--- config.mk ---
export PLATFORM = sky130hd
export DESIGN_NAME = fpe_seq
export DESIGN_NICKNAME = d
export VERILOG_FILES = /design/src/verilog/fpe_pkg.sv /design/src/verilog/fpe_arr_if.sv /design/src/verilog/fpe_arr_engine.sv /design/src/verilog/fpe_seq.sv
export SDC_FILE = /design/constraint.sdc
export NUM_CORES = 1
export LEC_CHECK = 0
export BUFFER_PORTS_ARGS = -buffer_cell sky130_fd_sc_hd__buf_2
export CAP_MARGIN = 25
export CORE_ASPECT_RATIO = 1.2
export CORE_UTILIZATION = 50
export CTS_CLUSTER_DIAMETER = 40
export CTS_CLUSTER_SIZE = 40
export DETAILED_ROUTE_END_ITERATION = 10
export PLACE_DENSITY = 0.68
export RECOVER_POWER = 25
export SYNTH_ARGS = -nofsm -noshare
export SYNTH_HDL_FRONTEND = slang
export SYNTH_SLANG_ARGS = --single-unit
--- constraint.sdc ---
create_clock -name pclk -period 8.7 [get_ports pclk]
set_input_delay 1.74 -clock pclk [delete_from_list [all_inputs] [get_ports pclk]]
set_output_delay 1.74 -clock pclk [all_outputs]
set_load 0.005 [all_outputs]
--- src/verilog/fpe_pkg.sv ---
// Constants shared by the flash program/erase command sequencer.
// Assumes a 32-bit APB register port and a 16-bit word array port.
package fpe_pkg;
   // Register byte offsets
   localparam logic [7:0] OFS_STAT = 8'h00;
   localparam logic [7:0] OFS_IDX = 8'h04;
   localparam logic [7:0] OFS_PARAM = 8'h08;
   localparam logic [7:0] OFS_PROT = 8'h0c;
   localparam logic [7:0] OFS_SEC = 8'h10;
   // Status register bit positions
   localparam int STB_COMPLETE = 7;
   localparam int STB_ACC = 5;
   localparam int STB_PV = 4;
   localparam int STB_VER = 1;
   localparam int STB_NC = 0;
   // Protection register fields
   localparam int PRB_FEN = 16;
   localparam int PRB_EEN = 17;
   localparam logic [17:0] PROT_RST = 18'h00000;
   // Command opcodes
   localparam logic [7:0] OP_PGM = 8'h06;
   localparam logic [7:0] OP_ONCE = 8'h07;
   localparam logic [7:0] OP_ERA = 8'h08;
   // Parameter word indices
   localparam logic [2:0] IX_CMD = 3'h0;
   localparam logic [2:0] IX_ADDR = 3'h1;
   localparam logic [2:0] IX_DATA = 3'h2;
   localparam logic [2:0] IX_ONE_LW = 3'h3;
   localparam logic [2:0] IX_TWO_LW = 3'h5;
   localparam logic [2:0] IX_LAST = 3'h5;
   // Ranges and values
   localparam logic [15:0] ONCE_LAST = 16'h0007;
   localparam logic [15:0] ERASED_WORD = 16'hffff;
   localparam logic [23:0] SPAN_ONE = 24'h000003;
   localparam logic [23:0] SPAN_TWO = 24'h000007;
   localparam logic [1:0] KMAX_ONE = 2'h1;
   localparam logic [1:0] KMAX_TWO = 2'h3;
   localparam int GA_BLK = 23;
   typedef enum logic [1:0] {
      AOP_RD = 2'b00, AOP_WR = 2'b01, AOP_ERA = 2'b10, AOP_BLK = 2'b11
   } fpe_aop_e;
   typedef enum logic [2:0] {
      S_IDLE = 3'b000, S_CHECK = 3'b001, S_PRE = 3'b010, S_PROG = 3'b011,
      S_VER = 3'b100, S_ERA = 3'b101, S_BLANK = 3'b110, S_DONE = 3'b111
   } fpe_state_e;
endpackage : fpe_pkg

--- src/verilog/fpe_arr_if.sv ---
// Request/answer link between the sequencer and its array engine.
// Both ends run on pclk; req is a one-cycle pulse, done likewise.
`timescale 1ns/100ps
interface fpe_arr_if;
   import fpe_pkg::*;
   logic req;
   fpe_aop_e op;
   logic info;
   logic [23:0] addr;
   logic [15:0] wdata;
   logic [15:0] rdata;
   logic done;
   logic err;
   logic nc;
   modport seq (output req, op, info, addr, wdata, input rdata, done, err, nc);
   modport eng (input req, op, info, addr, wdata, output rdata, done, err, nc);
endinterface : fpe_arr_if

--- src/verilog/fpe_arr_engine.sv ---
// Array engine: turns one sequencer request into one array handshake.
// Assumes the array shares pclk and pulses arr_ack once per request.
`timescale 1ns/100ps
module fpe_arr_engine
   import fpe_pkg::*;
(
   input wire logic pclk,
   input wire logic presetn,
   fpe_arr_if.eng seq,
   output logic arr_req,
   output logic [1:0] arr_op,
   output logic arr_info,
   output logic [23:0] arr_addr,
   output logic [15:0] arr_wdata,
   input wire logic [15:0] arr_rdata,
   input wire logic arr_ack,
   input wire logic arr_err,
   input wire logic arr_nc
);
   // Request held until the array acknowledges
   always_ff @(posedge pclk or negedge presetn) begin
      if (!presetn) begin
         arr_req <= 1'b0;
         arr_op <= 2'b00;
         arr_info <= 1'b0;
         arr_addr <= 24'h000000;
         arr_wdata <= 16'h0000;
      end else if (!arr_req && seq.req) begin
         arr_req <= 1'b1;
         arr_op <= seq.op;
         arr_info <= seq.info;
         arr_addr <= seq.addr;
         arr_wdata <= seq.wdata;
      end else if (arr_req && arr_ack) begin
         arr_req <= 1'b0;
      end
   end

   // Answer captured on the acknowledge, done pulses one cycle
   always_ff @(posedge pclk or negedge presetn) begin
      if (!presetn) begin
         seq.done <= 1'b0;
         seq.rdata <= 16'h0000;
         seq.err <= 1'b0;
         seq.nc <= 1'b0;
      end else begin
         seq.done <= arr_req && arr_ack;
         if (arr_req && arr_ack) begin
            seq.rdata <= arr_rdata;
            seq.err <= arr_err;
            seq.nc <= arr_nc;
         end
      end
   end
endmodule : fpe_arr_engine

--- src/verilog/fpe_seq.sv ---
// Command sequencer for program-flash, program-once and erase-all.
// Assumes an APB master on pclk and an array that answers each word op.
//
// How it works
// - Program: opcode 06, address, two or four data words
// - Program writes, reads back, then sets complete
// - Program index must be 3 or 5
// - Misaligned program address gives access error
// - Words past block end give access error
// - Protected target: protection flag, no program
// - Verify errors set verify, noncorrectable flags
// - Command refused in locked mode: access error
// - Once: opcode 07, phrase index, four words
// - Phrase index above 7 gives access error
// - Once checks erased, programs, verifies
// - Once index must be 5
// - Programmed phrase refused; all-ones phrase allowed
// - Flash reads invalid while once runs
// - Opcode 08 erases all then verifies
// - Erase-all index must be 0
// - Blank verify passes: security released
// - Any protection on: erase-all refused
// - Address bit 23 picks flash or EEPROM
//
// Our own choices: register access over APB and the placing of the registers.
`timescale 1ns/100ps
module fpe_seq
   import fpe_pkg::*;
#(
   parameter logic [23:0] FLASH_BYTES = 24'h004000,
   parameter logic [23:0] EE_BYTES = 24'h000100
) (
   input wire logic pclk,
   input wire logic presetn,
   input wire logic psel,
   input wire logic penable,
   input wire logic pwrite,
   input wire logic [7:0] paddr,
   input wire logic [31:0] pwdata,
   output logic [31:0] prdata,
   output logic pready,
   output logic pslverr,
   input wire logic mode_lock,
   output logic secured,
   output logic flash_read_invalid,
   output logic arr_req,
   output logic [1:0] arr_op,
   output logic arr_info,
   output logic [23:0] arr_addr,
   output logic [15:0] arr_wdata,
   input wire logic [15:0] arr_rdata,
   input wire logic arr_ack,
   input wire logic arr_err,
   input wire logic arr_nc
);
   fpe_arr_if c ();
   fpe_state_e state_r;
   logic command_complete_flag_r, access_error_flag_r, protection_violation_flag_r;
   logic ver_r, nc_r, secured_r;
   logic [2:0] idx_r;
   logic [15:0] buf_r [0:5];
   logic [17:0] prot_r;
   logic [1:0] k_r, kmax_r;
   logic pend_r, once_r, lock_s1_r, lock_s2_r;
   logic wr, mapped, launch, clr_acc, clr_pv;
   logic acc_c, pv_c, arr_st;
   logic [7:0] cmd;
   logic [23:0] gaddr, last_c, bsize_c;
   logic [2:0] widx_c;
   logic [31:0] rd_nxt;

   // Zero-wait slave; unmapped offsets answer with an error
   assign wr = psel && penable && pwrite;
   assign mapped = (paddr == OFS_STAT) || (paddr == OFS_IDX) || (paddr == OFS_PARAM)
      || (paddr == OFS_PROT) || (paddr == OFS_SEC);
   assign pready = 1'b1;
   assign pslverr = psel && penable && !mapped;

   // Busy writes are dropped so a running erase cannot be disturbed
   assign launch = wr && (paddr == OFS_STAT) && pwdata[STB_COMPLETE]
      && command_complete_flag_r && !access_error_flag_r && !protection_violation_flag_r;
   assign clr_acc = wr && (paddr == OFS_STAT) && pwdata[STB_ACC] && command_complete_flag_r;
   assign clr_pv = wr && (paddr == OFS_STAT) && pwdata[STB_PV] && command_complete_flag_r;

   // Mode pin comes from outside the clock domain
   always_ff @(posedge pclk or negedge presetn) begin
      if (!presetn) begin
         lock_s1_r <= 1'b0;
         lock_s2_r <= 1'b0;
      end else begin
         lock_s1_r <= mode_lock;
         lock_s2_r <= lock_s1_r;
      end
   end

   // Index and parameter buffer, writable only while idle
   always_ff @(posedge pclk or negedge presetn) begin
      if (!presetn) begin
         idx_r <= IX_CMD;
         for (int i = 0; i <= int'(IX_LAST); i++) buf_r[i] <= 16'h0000;
      end else if (wr && command_complete_flag_r) begin
         if (paddr == OFS_IDX) idx_r <= pwdata[2:0];
         if (paddr == OFS_PARAM && idx_r <= IX_LAST) buf_r[idx_r] <= pwdata[15:0];
      end
   end

   // Protection setup: start of protected flash and enables
   always_ff @(posedge pclk or negedge presetn) begin
      if (!presetn) prot_r <= PROT_RST;
      else if (wr && command_complete_flag_r && paddr == OFS_PROT) prot_r <= pwdata[17:0];
   end

   // Fields of the loaded command
   // opcode high byte, address split over two words
   assign cmd = buf_r[IX_CMD][15:8];
   assign gaddr = {buf_r[IX_CMD][7:0], buf_r[IX_ADDR]};
   // block select picks the size limit
   assign bsize_c = gaddr[GA_BLK] ? EE_BYTES : FLASH_BYTES;
   assign last_c = {1'b0, gaddr[22:0]} + ((idx_r == IX_TWO_LW) ? SPAN_TWO : SPAN_ONE);
   assign widx_c = IX_DATA + {1'b0, k_r};

   // Launch checks, all evaluated in the check cycle
   always_comb begin
      acc_c = 1'b0;
      pv_c = 1'b0;
      unique case (cmd)
         OP_PGM: begin
            acc_c = (idx_r != IX_ONE_LW) && (idx_r != IX_TWO_LW);
            if (gaddr[1:0] != 2'b00) acc_c = 1'b1;
            if (last_c >= bsize_c) acc_c = 1'b1;
            // flash above the boundary, or all EEPROM
            pv_c = gaddr[GA_BLK] ? prot_r[PRB_EEN]
               : (prot_r[PRB_FEN] && last_c[15:0] >= prot_r[15:0]);
         end
         OP_ONCE: begin
            acc_c = (idx_r != IX_TWO_LW);
            if (buf_r[IX_ADDR] > ONCE_LAST) acc_c = 1'b1;
         end
         OP_ERA: begin
            acc_c = (idx_r != IX_CMD);
            pv_c = prot_r[PRB_FEN] || prot_r[PRB_EEN];
         end
         default: acc_c = 1'b1;
      endcase
      if (lock_s2_r) acc_c = 1'b1;
   end

   // Array request, one per word step
   assign arr_st = (state_r == S_PRE) || (state_r == S_PROG) || (state_r == S_VER)
      || (state_r == S_ERA) || (state_r == S_BLANK);
   assign c.req = arr_st && !pend_r;
   assign c.info = once_r;
   assign c.wdata = buf_r[widx_c];
   always_comb begin
      unique case (state_r)
         S_PROG: c.op = AOP_WR;
         S_ERA: c.op = AOP_ERA;
         S_BLANK: c.op = AOP_BLK;
         default: c.op = AOP_RD;
      endcase
      // phrase index picks the phrase, word counter the slot
      if (once_r) c.addr = {18'h00000, buf_r[IX_ADDR][2:0], k_r, 1'b0};
      else c.addr = gaddr + {21'h000000, k_r, 1'b0};
   end

   // Sequencer state, word counter and outstanding request
   always_ff @(posedge pclk or negedge presetn) begin
      if (!presetn) begin
         state_r <= S_IDLE;
         k_r <= 2'b00;
         kmax_r <= 2'b00;
         pend_r <= 1'b0;
         once_r <= 1'b0;
      end else begin
         if (c.req) pend_r <= 1'b1;
         else if (c.done) pend_r <= 1'b0;
         unique case (state_r)
            S_IDLE: if (launch) state_r <= S_CHECK;
            S_CHECK: begin
               k_r <= 2'b00;
               kmax_r <= (cmd == OP_PGM && idx_r == IX_ONE_LW) ? KMAX_ONE : KMAX_TWO;
               // a failed check skips the array
               if (acc_c || pv_c) state_r <= S_DONE;
               else if (cmd == OP_PGM) state_r <= S_PROG;
               else if (cmd == OP_ONCE) state_r <= S_PRE;
               else state_r <= S_ERA;
               once_r <= !acc_c && !pv_c && cmd == OP_ONCE;
            end
            S_PRE: if (c.done) begin
               // anything but all ones is already programmed
               if (c.rdata != ERASED_WORD) state_r <= S_DONE;
               else if (k_r == kmax_r) state_r <= S_PROG;
               k_r <= (k_r == kmax_r) ? 2'b00 : k_r + 2'b01;
            end
            // write every word, then read all back
            S_PROG: if (c.done) begin
               if (k_r == kmax_r) state_r <= S_VER;
               k_r <= (k_r == kmax_r) ? 2'b00 : k_r + 2'b01;
            end
            S_VER: if (c.done) begin
               if (k_r == kmax_r) state_r <= S_DONE;
               k_r <= k_r + 2'b01;
            end
            S_ERA: if (c.done) state_r <= S_BLANK;
            S_BLANK: if (c.done) state_r <= S_DONE;
            S_DONE: begin
               state_r <= S_IDLE;
               once_r <= 1'b0;
            end
         endcase
      end
   end

   // Complete flag: cleared by launch, set when the sequence ends
   always_ff @(posedge pclk or negedge presetn) begin
      if (!presetn) command_complete_flag_r <= 1'b1;
      else if (launch) command_complete_flag_r <= 1'b0;
      else if (state_r == S_DONE) command_complete_flag_r <= 1'b1;
   end

   // Access error; a hardware set beats a software clear
   always_ff @(posedge pclk or negedge presetn) begin
      if (!presetn) access_error_flag_r <= 1'b0;
      else if ((state_r == S_CHECK && acc_c)
         || (state_r == S_PRE && c.done && c.rdata != ERASED_WORD))
         access_error_flag_r <= 1'b1;
      else if (clr_acc) access_error_flag_r <= 1'b0;
   end

   // Protection violation, same priority
   always_ff @(posedge pclk or negedge presetn) begin
      if (!presetn) protection_violation_flag_r <= 1'b0;
      else if (state_r == S_CHECK && pv_c) protection_violation_flag_r <= 1'b1;
      else if (clr_pv) protection_violation_flag_r <= 1'b0;
   end

   // Verify result flags, cleared at each launch
   always_ff @(posedge pclk or negedge presetn) begin
      if (!presetn) begin
         ver_r <= 1'b0;
         nc_r <= 1'b0;
      end else if (launch) begin
         ver_r <= 1'b0;
         nc_r <= 1'b0;
      end else if (c.done && (state_r == S_VER || state_r == S_BLANK)) begin
         // mismatch or read error; blank failure reports through err
         if (c.err || c.nc || (state_r == S_VER && c.rdata != buf_r[widx_c])) ver_r <= 1'b1;
         if (c.nc) nc_r <= 1'b1;
      end
   end

   // Security: only a clean blank check releases it, reset restores it
   always_ff @(posedge pclk or negedge presetn) begin
      if (!presetn) secured_r <= 1'b1;
      else if (state_r == S_BLANK && c.done && !c.err && !c.nc) secured_r <= 1'b0;
   end
   assign secured = secured_r;

   // flash reads flagged invalid during program-once
   always_ff @(posedge pclk or negedge presetn) begin
      if (!presetn) flash_read_invalid <= 1'b0;
      else flash_read_invalid <= (state_r == S_CHECK && !acc_c && cmd == OP_ONCE)
         || (once_r && state_r != S_DONE);
   end

   // Read data latched in the setup cycle
   always_comb begin
      rd_nxt = 32'h00000000;
      unique case (paddr)
         OFS_STAT: begin
            rd_nxt[STB_COMPLETE] = command_complete_flag_r;
            rd_nxt[STB_ACC] = access_error_flag_r;
            rd_nxt[STB_PV] = protection_violation_flag_r;
            rd_nxt[STB_VER] = ver_r;
            rd_nxt[STB_NC] = nc_r;
         end
         OFS_IDX: rd_nxt[2:0] = idx_r;
         OFS_PARAM: if (idx_r <= IX_LAST) rd_nxt[15:0] = buf_r[idx_r];
         OFS_PROT: rd_nxt[17:0] = prot_r;
         OFS_SEC: rd_nxt[0] = secured_r;
         default: rd_nxt = 32'h00000000;
      endcase
   end
   always_ff @(posedge pclk or negedge presetn) begin
      if (!presetn) prdata <= 32'h00000000;
      else if (psel && !penable) prdata <= rd_nxt;
   end

   fpe_arr_engine u_eng (
      .pclk(pclk),
      .presetn(presetn),
      .seq(c.eng),
      .arr_req(arr_req),
      .arr_op(arr_op),
      .arr_info(arr_info),
      .arr_addr(arr_addr),
      .arr_wdata(arr_wdata),
      .arr_rdata(arr_rdata),
      .arr_ack(arr_ack),
      .arr_err(arr_err),
      .arr_nc(arr_nc)
   );

   logic chk_w;
   assign chk_w = (state_r == S_CHECK);
endmodule : fpe_seq

==> summary by stage <==
GRT
The first global-routing pass estimated 50100 um of wire. Across every metal layer, demand over resource in global routing totals a little over a quarter. The number of global-route vias before repair is 8961. The initial antenna violation count came to 1. The largest net degree at the start of global routing is between 100 and 150.

The total overflow left after global routing is 0.

Flow run
The max capacitance violation total is 1.

Synthesis
The yosys synthesis warning count is 0. The synthesized design contains 0 enable-type register cells. Synthesis inferred between 200 and 250 register bits. The cell area after synthesis is 0.0119 sq mm. The primary flip-flop cell chosen by synthesis mapping is sky130_fd_sc_hd__dfrtp_1.

After synthesis, the share of flip-flops with an asynchronous set or reset is 100%. By area the synthesized netlist is led by sky130_fd_sc_hd__dfrtp_1, sky130_fd_sc_hd__mux2_2, sky130_fd_sc_hd__mux2_4, sky130_fd_sc_hd__nand2_1, sky130_fd_sc_hd__a22oi_1. Summed over its instances, the top area cell type makes up 45.2% of the synthesized netlist area. The cell count after synthesis is 1086.

The sequential share of the synthesized area is 45.6%. The mean instance size in the synthesized netlist is between 10 and 15 sq um. The cell taking the most area after synthesis is sky130_fd_sc_hd__dfrtp_1.

The number of different library cells in the post-synthesis netlist is 78.

Cells and area
In the layout the commonest cells are sky130_fd_sc_hd__dfrtp_1, sky130_fd_sc_hd__buf_2, sky130_fd_sc_hd__mux2_2. The most common cell after layout, fill and taps aside is sky130_fd_sc_hd__dfrtp_1. Compared with the post-synthesis result, the final layout area differs by 13.2%. Counting the fill cells in the layout gives around 2000. After the last flow step, the layout net total stands at around 1300. The share of final-layout standard cells stronger than drive strength 1 is 29.4%.

Status
The final reports fail on max-capacitance violations, max-slew violations. The flow ran to the end, but the final reports show violations.

Clocking
The count of H-tree levels built during CTS is 1. The number of buffers on the longest clock path is 3. Counting every sink on the clock net gives 216. The clock buffer count from CTS is 27. Hold repair after CTS inserted 0 buffers. In this run, post-CTS repair resized a total of 0 instances. The clock transition time at the flip-flop clock pins of the worst setup and hold paths is about 0.060 ns. The TritonCTS clock tree is yes. The setup fix buffers added after clock tree synthesis is 0.

The worst-skew pair later-pin latency is 0.56 ns. The cell sitting at the root of the clock tree is a sky130_fd_sc_hd__clkbuf_16.

Placement
The final weighted congestion in routability-driven placement is 0.961. Once detailed placement completed, the half-perimeter wirelength came to 22300 um. The number of port buffers is 115. OpenSTA, run right after detailed placement, puts the worst setup slack at 3.52 ns.

Floorplan
In this run the standard cell core region covers 0.0232 sq mm. The number of standard-cell rows in the floorplan is 61. The I/O pin count is 145.

The area of the die is 0.0243 sq mm. The overall die height is 171 um. The starting density of the core is about half. The die is 143 um wide.

Detailed routing
The via count normalized by instance count is 5.99. In the final routed layout, each cell accounts on average for 21.1 um. The detail route stage leaves a number of antenna-violating nets equal to 0. The number of design rule violations left after detail routing is 0.

For this block, the initial DRC count from the detailed router was 573. The final layout contains routed wiring with a total length of 31700 um. Before antenna repair, the detailed router went through 6 iterations. The vias after detailed routing is 8979.

Timing
The final critical path time including I/O delays and setup is 5.24 ns. The tightest hold path in the finished design has a slack of 0.359 ns. At the pin with the least slew margin, the transition time is 1.96 ns. The worst path uses 60.2% of the clock period. The worst max-slew margin expressed relative to the limit is -30.5%. The final count of negative-setup-slack endpoints is 0. The number of max-slew violations in the final report is 23.

The maximum clock frequency is 191 MHz. Across the routed clock network, the largest skew measured is 0.0332 ns. The final sum of negative setup slack is 0 ns.

The smallest setup slack after layout is 3.46 ns. Setup repair after global routing left no endpoint under its margin. The count of endpoints failing hold in the final timing report is 0.

Min path
In this run the worst hold path is classified as flip-flop to flip-flop.

Power
Summed over all cells, the static leakage comes to 6.29 nW. Total power for the finished layout comes to 2.64 mW. Dividing total power by cell area gives a power density of 197 mW/mm^2.

The worst IR drop on VDD is 0.190 mV.

Setup path
The setup path with the least slack is of type flip-flop to flip-flop. For the worst setup path, the data required time is 9.12 ns. STA puts the critical path data arrival time at 5.66 ns.

Along the worst path, the maximum fanout reaches 18. The kind of launch point of the worst setup path is a flip-flop. STA classifies the critical path endpoint as a flip-flop.
==> synthesized netlist by cell type, types with 4 or more instances <==
cell / number
sky130_fd_sc_hd__or4_1: 4
sky130_fd_sc_hd__dfrtp_1: 214
sky130_fd_sc_hd__mux4_2: 16
sky130_fd_sc_hd__o21ai_1: 11
sky130_fd_sc_hd__inv_1: 35
sky130_fd_sc_hd__mux2_4: 29
sky130_fd_sc_hd__a22oi_1: 49
sky130_fd_sc_hd__and4_1: 4
sky130_fd_sc_hd__o31ai_1: 10
sky130_fd_sc_hd__o21ai_0: 58
sky130_fd_sc_hd__nor2_1: 44
sky130_fd_sc_hd__buf_6: 8
sky130_fd_sc_hd__nor3_1: 14
sky130_fd_sc_hd__mux2i_1: 6
sky130_fd_sc_hd__nand2_1: 99
sky130_fd_sc_hd__mux2_2: 109
sky130_fd_sc_hd__clkbuf_1: 42
sky130_fd_sc_hd__and2_1: 4
sky130_fd_sc_hd__nand4_1: 20
sky130_fd_sc_hd__a31oi_1: 23
sky130_fd_sc_hd__nand2_4: 6
sky130_fd_sc_hd__and3_1: 4
sky130_fd_sc_hd__or2_2: 5
sky130_fd_sc_hd__xor2_1: 17
sky130_fd_sc_hd__ha_1: 23
sky130_fd_sc_hd__buf_4: 16
sky130_fd_sc_hd__nand3_1: 27
sky130_fd_sc_hd__nor4_1: 12
sky130_fd_sc_hd__or3_1: 6
sky130_fd_sc_hd__xnor2_1: 41
sky130_fd_sc_hd__buf_2: 21
sky130_fd_sc_hd__nor2b_1: 5
sky130_fd_sc_hd__a21oi_1: 35
==> critical path: stages, from the launching register on <==
cell	delay, ns
sky130_fd_sc_hd__dfrtp_1	0.67
sky130_fd_sc_hd__nand3b_1	0.23
sky130_fd_sc_hd__clkinv_1	0.68
sky130_fd_sc_hd__ha_1	0.63
sky130_fd_sc_hd__o21ai_0	0.21
sky130_fd_sc_hd__a211oi_2	0.54
sky130_fd_sc_hd__and2_1	0.27
sky130_fd_sc_hd__xor2_1	0.25
sky130_fd_sc_hd__ha_1	0.31
sky130_fd_sc_hd__a21oi_1	0.17
sky130_fd_sc_hd__a2111oi_0	0.11
sky130_fd_sc_hd__o21ai_0	0.37
sky130_fd_sc_hd__o221ai_1	0.30
sky130_fd_sc_hd__nor4_1	0.24
sky130_fd_sc_hd__a31oi_1	0.11
==> report_power, final <==
part	switching (mW)	leakage (nW)	internal [mW]
Clock	0.446	0.429	0.650
Sequential	0.0934	2.85	1.08
Combinational	0.200	3.02	0.176
==> flip-flops by register name, indices dropped and copies added (netlist names), 2 cells and up <==
name	cells
buf_r	96
idx_r	3
k_r	2
kmax_r	2
prdata	18
prot_r	18
state_r	3
u_eng.arr_addr	24
u_eng.arr_op	2
u_eng.arr_wdata	16
u_eng.seq.rdata	16
==> routing by layer <==
metal / global-route usage [%] / vias to the layer above / wire, um / share of wire (%)
met5: 0 / - / 0 / 0
met4: 13.1 / 0 / 1460 / 4.6
met3: 3.92 / 95 / 1860 / 5.9
met2: 43.9 / 356 / 15100 / 48
met1: 35.4 / 4450 / 13300 / 42
li1: - / 4078 / - / -
==> worst paths after layout <==
kind,start,end,cells past startpoint,slack (ns)
worst max-delay path,idx_r[1],state_r[2],14,3.46
worst min-delay path,lock_s1_r,lock_s2_r,0,0.36
worst max register to register,idx_r[1],state_r[2],14,3.46
worst min register to register,lock_s1_r,lock_s2_r,0,0.36
max in group asynchronous,presetn,secured,3,5.97
min in group asynchronous,presetn,buf_r[25],1,1.35
==> logic make-up (layout without fill, tap and decap cells) <==
family | after synthesis | in the layout | share of synthesized area (%)
other | 2 | 17 | 0.0633
adder cells (fa/ha/maj) | 24 | 24 | 2.60
buffers and inverters | 125 | 209 | 5.20
multiplexers | 160 | 160 | 17.6
XOR/XNOR | 58 | 58 | 4.28
AND/OR/NAND/NOR | 279 | 279 | 12.6
flip-flops | 216 | 216 | 45.6
AO/OA/AOI/OAI | 222 | 222 | 12.0
==> stage by stage <==
| stage | cell area, sq um | cells | util [%] |
|---|---|---|---|
| after floorplan | 11900 | 1099 | - |
| after global placement | 12500 | 1447 | 53.7 |
| after detailed placement | 12500 | 1449 | 53.9 |
| after CTS | 13400 | 1497 | 57.7 |
| after global routing | 13400 | 1499 | 57.8 |
| final | 13400 | 1500 | 57.8 |
==> layout make-up <==
cell class | instances | area, sq um | area share, %
clock buffer | 37 | 763 | 5.69
timing repair buffer | 125 | 697 | 5.19
antenna | 2 | 5.00 | 0.0373
inverter | 36 | 135 | 1.01
multi-input combinational | 758 | 5890 | 43.9
sequential | 216 | 5410 | 40.3
tap | 315 | 394 | 2.94
clock inverter | 11 | 123 | 0.914
Power figures use the tool's default switching activity.
